`src/core/pmo_pkg.sv`:
```
/*
 * constants, register map and carrier types for the pull-up, peripheral
 * select and output write gating block of a 32-line i/o port.
 * assumes one 50 MHz clock and a simple strobe-based register port.
 */
// Notes on behaviour
// - writing 1 to a pullup_disable bit turns that line's pull-up off; 0 does nothing.
// - writing 1 to a pullup_enable bit turns that line's pull-up on; 0 does nothing.
// - pullup_state reads 0 when pull-up is active, 1 when disabled.
// - writing 1 to periph_first_select routes that line to function A.
// - writing 1 to periph_second_select routes that line to function B.
// - periph_choice_state reads 0 for function A, 1 for function B.
// - writing 1 to out_write_gate_enable lets output level writes change that line.
// - writing 1 to out_write_gate_disable blocks output level writes for that line.
// - out_write_gate_state reads 1 when output level writes change the line.
package pmo_pkg;

   localparam int unsigned PMO_LINES = 32;
   localparam int unsigned PMO_AW    = 8;

   typedef logic [PMO_LINES-1:0] pmo_line_t;
   typedef logic [PMO_AW-1:0]    pmo_addr_t;

   // ------------------------------------------------------------------
   // register byte offsets
   // ------------------------------------------------------------------
   localparam pmo_addr_t PMO_PULLUP_DISABLE_OFS   = 8'h00;
   localparam pmo_addr_t PMO_PULLUP_ENABLE_OFS    = 8'h04;
   localparam pmo_addr_t PMO_PULLUP_STATE_OFS     = 8'h08;
   localparam pmo_addr_t PMO_PERIPH_FIRST_OFS     = 8'h10;
   localparam pmo_addr_t PMO_PERIPH_SECOND_OFS    = 8'h14;
   localparam pmo_addr_t PMO_PERIPH_CHOICE_OFS    = 8'h18;
   localparam pmo_addr_t PMO_GATE_ENABLE_OFS      = 8'h20;
   localparam pmo_addr_t PMO_GATE_DISABLE_OFS     = 8'h24;
   localparam pmo_addr_t PMO_GATE_STATE_OFS       = 8'h28;
   localparam pmo_addr_t PMO_OUTPUT_LEVEL_OFS     = 8'h30;

   // ------------------------------------------------------------------
   // reset values
   // ------------------------------------------------------------------
   localparam pmo_line_t PMO_PULLUP_OFF_RST   = 32'h0000_0000;
   localparam pmo_line_t PMO_CHOICE_RST       = 32'h0000_0000;
   localparam pmo_line_t PMO_GATE_RST         = 32'h0000_0000;
   localparam pmo_line_t PMO_LEVEL_RST        = 32'h0000_0000;
   localparam logic [31:0] PMO_RDATA_RST      = 32'h0000_0000;

   typedef struct packed {
      pmo_addr_t   addr;
      logic [31:0] wdata;
      logic        wr;
      logic        rd;
   } pmo_bus_s;

   typedef struct packed {
      pmo_line_t pullup_on;
      pmo_line_t sel_second;
      pmo_line_t level;
   } pmo_pad_s;

endpackage

```
`src/core/pmo_setclr.sv`:
```
/*
 * bank of per-line state bits with set and clear strobes.
 * assumes set and clear come from the same clock domain.
 */
`timescale 1ns/1ps
module pmo_setclr
   import pmo_pkg::*;
#(
   parameter pmo_line_t RST_VAL = 32'h0000_0000
)
(
   input  wire logic      clk_in,
   input  wire logic      arst_n_in,
   input  wire logic      set_in,
   input  wire logic      clr_in,
   input  wire pmo_line_t mask_in,
   output      pmo_line_t state_out
);

   pmo_line_t state_q;
   pmo_line_t state_d;

   // ------------------------------------------------------------------
   // per-line update
   // ------------------------------------------------------------------
   genvar g;
   generate
      for (g = 0; g < PMO_LINES; g++)
      begin : g_line
         always_comb
         begin
            state_d[g] = state_q[g];
            if (set_in && mask_in[g])
            begin
               state_d[g] = 1'b1;
            end
            else if (clr_in && mask_in[g])
            begin
               state_d[g] = 1'b0;
            end
         end
      end
   endgenerate

   always_ff @(posedge clk_in or negedge arst_n_in)
   begin
      if (!arst_n_in)
      begin
         state_q <= RST_VAL;
      end
      else
      begin
         state_q <= state_d;
      end
   end

   assign state_out = state_q;

endmodule

```
`src/core/pmo_top.sv`:
```
/*
 * pull-up control, peripheral a/b selection and output write gating
 * for 32 i/o lines, with a gated output level register.
 * assumes a one-cycle strobe register port; strobes never overlap.
 */
`timescale 1ns/1ps
module pmo_top
   import pmo_pkg::*;
(
   input  wire logic        clk_in,
   input  wire logic        arst_n_in,
   input  wire pmo_addr_t   addr_in,
   input  wire logic [31:0] wdata_in,
   input  wire logic        wr_in,
   input  wire logic        rd_in,
   output      logic [31:0] rdata_out,
   output      pmo_line_t   pullup_on_out,
   output      pmo_line_t   sel_second_out,
   output      pmo_line_t   level_out
);

   // ------------------------------------------------------------------
   // write decode
   // ------------------------------------------------------------------
   pmo_bus_s bus;
   assign bus = '{addr: addr_in, wdata: wdata_in, wr: wr_in, rd: rd_in};

   logic wr_pu_dis;
   logic wr_pu_en;
   logic wr_sel_a;
   logic wr_sel_b;
   logic wr_gate_en;
   logic wr_gate_dis;
   logic wr_level;

   assign wr_pu_dis   = bus.wr && (bus.addr == PMO_PULLUP_DISABLE_OFS);
   assign wr_pu_en    = bus.wr && (bus.addr == PMO_PULLUP_ENABLE_OFS);
   assign wr_sel_a    = bus.wr && (bus.addr == PMO_PERIPH_FIRST_OFS);
   assign wr_sel_b    = bus.wr && (bus.addr == PMO_PERIPH_SECOND_OFS);
   assign wr_gate_en  = bus.wr && (bus.addr == PMO_GATE_ENABLE_OFS);
   assign wr_gate_dis = bus.wr && (bus.addr == PMO_GATE_DISABLE_OFS);
   assign wr_level    = bus.wr && (bus.addr == PMO_OUTPUT_LEVEL_OFS);

   // ------------------------------------------------------------------
   // state banks
   // ------------------------------------------------------------------
   pmo_line_t pullup_off;
   pmo_line_t choice;
   pmo_line_t gate;

   // disable sets the off bit, enable clears it
   pmo_setclr #(.RST_VAL(PMO_PULLUP_OFF_RST)) u_pullup
   (
      .clk_in    (clk_in),
      .arst_n_in (arst_n_in),
      .set_in    (wr_pu_dis),
      .clr_in    (wr_pu_en),
      .mask_in   (bus.wdata),
      .state_out (pullup_off)
   );

   pmo_setclr #(.RST_VAL(PMO_CHOICE_RST)) u_choice
   (
      .clk_in    (clk_in),
      .arst_n_in (arst_n_in),
      .set_in    (wr_sel_b),
      .clr_in    (wr_sel_a),
      .mask_in   (bus.wdata),
      .state_out (choice)
   );

   pmo_setclr #(.RST_VAL(PMO_GATE_RST)) u_gate
   (
      .clk_in    (clk_in),
      .arst_n_in (arst_n_in),
      .set_in    (wr_gate_en),
      .clr_in    (wr_gate_dis),
      .mask_in   (bus.wdata),
      .state_out (gate)
   );

   // ------------------------------------------------------------------
   // gated output level
   // ------------------------------------------------------------------
   pmo_line_t level_q;
   pmo_line_t level_d;

   always_comb
   begin
      level_d = level_q;
      if (wr_level)
      begin
         // only gated lines take the written value
         level_d = (bus.wdata & gate) | (level_q & ~gate);
      end
   end

   always_ff @(posedge clk_in or negedge arst_n_in)
   begin
      if (!arst_n_in)
      begin
         level_q <= PMO_LEVEL_RST;
      end
      else
      begin
         level_q <= level_d;
      end
   end

   // ------------------------------------------------------------------
   // read path
   // ------------------------------------------------------------------
   logic [31:0] rdata_q;
   logic [31:0] rdata_d;

   always_comb
   begin
      rdata_d = 32'h0000_0000;
      if (bus.rd)
      begin
         case (bus.addr)
            PMO_PULLUP_STATE_OFS:  rdata_d = pullup_off;
            PMO_PERIPH_CHOICE_OFS: rdata_d = choice;
            PMO_GATE_STATE_OFS:    rdata_d = gate;
            PMO_OUTPUT_LEVEL_OFS:  rdata_d = level_q;
            default:               rdata_d = 32'h0000_0000;
         endcase
      end
   end

   always_ff @(posedge clk_in or negedge arst_n_in)
   begin
      if (!arst_n_in)
      begin
         rdata_q <= PMO_RDATA_RST;
      end
      else
      begin
         rdata_q <= rdata_d;
      end
   end

   // ------------------------------------------------------------------
   // pad side
   // ------------------------------------------------------------------
   pmo_pad_s pad;
   assign pad = '{pullup_on: ~pullup_off, sel_second: choice, level: level_q};

   assign rdata_out      = rdata_q;
   assign pullup_on_out  = pad.pullup_on;
   assign sel_second_out = pad.sel_second;
   assign level_out      = pad.level;
endmodule

```
`config.mk`:
```
export PLATFORM = sky130hd
export DESIGN_NAME = pmo_top
export DESIGN_NICKNAME = d
export VERILOG_FILES = /design/src/core/pmo_pkg.sv /design/src/core/pmo_setclr.sv /design/src/core/pmo_top.sv
export SDC_FILE = /design/constraint.sdc
export NUM_CORES = 1
export LEC_CHECK = 0
export BUFFER_PORTS_ARGS = -buffer_cell sky130_fd_sc_hd__buf_2
export CAP_MARGIN = 25
export CORE_ASPECT_RATIO = 0.7
export CORE_MARGIN = 5
export CORE_UTILIZATION = 31
export CTS_BUF_LIST = sky130_fd_sc_hd__clkbuf_8
export DETAILED_ROUTE_END_ITERATION = 16
export GPL_TIMING_DRIVEN = 1
export PLACE_DENSITY_LB_ADDON = 0.15
export RECOVER_POWER = 50
export SYNTH_ARGS = -nofsm -noshare
export SYNTH_HDL_FRONTEND = slang
export SYNTH_SLANG_ARGS = --single-unit
```
`constraint.sdc`:
```
create_clock -name clk_in -period 0.9 [get_ports clk_in]
set_input_delay 0.135 -clock clk_in [delete_from_list [all_inputs] [get_ports clk_in]]
set_output_delay 0.135 -clock clk_in [all_outputs]
set_load 0.01 [all_outputs]
```
==> results.cfg <==
[floorplanning]
core_area_um2 = 22700
initial_utilization_pct = 31.6
ios = 172
dieArea_um2 = 26300
die_w_um = 192
die_h_um = 137
num_rows = 46

[synth]
synth_edf_count = 0
synthCells = 670
ys_seq_elements = 160
yosys_warnings = 0
synth_sequential_area_ratio_pct = 55.8
synth_fp_nets = 714
synth-async-reset-ratio_pct = 100
synth.avg_cell_area_um2 = 10.7
synth_area_um2 = 7180
synth.top_cells.by_count = dfrtp_1, nand2_1, a22o_1
netlist.area_leader.share_pct = 55.8
yosys.area.top_type = dfrtp_1
synth_ff_type = dfrtp_1
post-synth-top-count-cell = dfrtp_1
synthTopCellsByArea = dfrtp_1, a22o_1, nand2_1
synth_cell_types = 31

[power]
cellLeakagePower_nw = 6.24
combPwrFrac_pct = 15.4
power_frac_seq_pct = 50.3
powerDensity_nw_per_um2 = 1190
ir_drop_mv = 0.868
power_frac_clock_pct = 34.3
finalPower_mw = 15.0
swShare_pct = 28.5
p_int_mw = 10.7
switchingPower_mw = 4.29

[placement]
gp_congestion = 0.773
io_buffer_count = 171
dp_hpwl_mm = 17.4

[global_routing]
gr-total-overflow = 0
grt_pass1_wl_mm = 42.1
grt_pass1_vias = 7092
antenna_found_initial = 0
grt_util_all_layers_pct = 21.2
grt_max_degree = 41

[finish]
fin_util_pct = 55.5
nets = 1151
drive_gt1_share_pct = 57.5
fillers = 1986
area_growth_pct = 75.9
n_antenna_cell = 0

[timing]
finalClockSkew_ns = 0.0253
setup_viol = 288
fin_crit_sh_pct = 147
layout_setup_ws_ns = -0.421
drv_slew = 0
grt_setup_unrepaired = yes
period_needed_ns = 1.32
fmax_ghz = 0.757
hold_viol = 0
max_slew_margin_pct = 63.0
worst_slew_pin_slew_ns = 0.555

[worst_setup_path]
end_kind = register
start_kind = input pin
rrSetupSlack_ns = -0.30
critPathRequiredTime_ns = 1.26
crit_type = input pin to register
crit_fanout = 8
cp.arrival_ns = 1.68

[clocking]
clk_latency_ns = 0.49
cts_buffer_depth = 2
cts_tree = built
tritoncts.num_buffers = 17
clock_tree.root_cell = clkbuf_8
cts.sinks = 160
htreeDepth = 4
clkSlewWorstSetupHoldPaths_ns = 0.09

[flow_run]
cap_violations = 0

[route]
routed-via-count = 6880
routed_wire_length_per_instance_um = 19.3
remaining_drc_errors = 0
first_iter_violations = 293
dr.pass1.iters = 4
routed_wl_mm = 27.7
via_per_inst = 4.80
antenna_left = 0

[status]
status = finished with violations
violations = negative setup slack

[worst_hold_path]
holdCritPathClass = input pin to register
## metrics by stage
step / cell area [um^2] / cells / setup TNS, ns / hold WS (ns) / setup slack (ns)
4_1_cts: 12200 / 1415 / -82.00 / 0.00224 / -0.409
3_3_place_gp: 9500 / 1257 / -124.30 / -0.00449 / -0.850
6_report: 12600 / 1432 / -84.75 / 0.0299 / -0.421
3_5_place_dp: 9500 / 1257 / -127.47 / -0.00529 / -0.893
2_1_floorplan: 7330 / 670 / -78.39 / -0.161 / -0.629
5_1_grt: 12600 / 1432 / -95.29 / 0.0181 / -0.460
## worst max-delay path: stages
cell and delay (ns):
buf_6 0.10, or4b_4 0.59, nor4_4 0.18, buf_4 0.17
buf_8 0.13, buf_12 0.14, nand2_2 0.05, a22o_1 0.18
## cell type report
type	count	area, um^2	area share (%)
Timing Repair Buffer	459	4420	35.0
Tap cell	312	390	3.09
Sequential cell	160	4000	31.7
Clock buffer	18	248	1.96
Multi-Input combinational cell	435	3280	26.0
Clock inverter	14	118	0.932
Inverter	34	163	1.29
## cell families (layout without fill, tap and decap cells)
logic type | Yosys count | in the layout | synth area share [%]
muxes | 64 | 64 | 9.48
AOI/OAI and AO/OA | 160 | 160 | 16.9
buffers and inverters | 75 | 525 | 4.76
DFF | 160 | 160 | 55.8
and+or+nand+nor | 211 | 211 | 13.0
## layout by cell type (no fill, tap or decap), types with 6 or more instances in the layout
cell and instances:
dfrtp_1 160, a22o_1 96, inv_4 14, o22ai_1 28, mux2i_1 25, buf_6 176
dlygate4sd3_1 31, buf_8 19, inv_2 18, mux2_2 25, a21oi_1 28, inv_6 9
buf_2 82, mux2i_2 7, nand2_1 65, buf_12 18, nor2_1 32, buf_4 125
clkbuf_8 18, nand2_4 19, mux2_4 6, nand2_2 75
## per-layer routing
layer	GRT usage, %	wire length [um]	up-vias
met4	4.86	309	0
met1	30.7	13500	3429
met3	5.24	1570	24
met5	0	0	-
li1	-	-	3234
met2	32.3	12300	193
## what timing repair did
item                                    4_1_cts  5_1_grt
cloned                                       11        3
endpoints found under the setup margin      288      288
hold endpoints to repair                    265        0
hold buffers                                 31        0
setup buffers                                84       30
resized for setup                           337       98
pin swaps                                    54       62
## power groups by stage
stage / logic [mW] / registers (mW) / clock network [mW]
2_1_floorplan: 0.502 / 7.70 / 0
3_3_place_gp: 1.64 / 7.65 / 0
3_5_place_dp: 1.64 / 7.65 / 0
4_1_cts: 2.24 / 7.55 / 5.29
5_1_grt: 2.49 / 7.59 / 5.63
6_report: 2.31 / 7.56 / 5.17
## worst paths after layout
kind                                               startpoint                           endpoint  depth (start not counted)
min in group asynchronous                           arst_n_in  u_pullup.state_out[7]$_DFFE_PN0P_                          2
min                                               wdata_in[2]                           register                          2
min reg2reg                                          register            rdata_out[11]$_DFF_PN0_                          2
max reg2reg                u_pullup.state_out[14]$_DFFE_PN0P_            rdata_out[14]$_DFF_PN0_                          6
max in group asynchronous                           arst_n_in  u_pullup.state_out[3]$_DFFE_PN0P_                          3
max                                                addr_in[1]  u_pullup.state_out[1]$_DFFE_PN0P_                          8
Power figures use the tool's default switching activity.
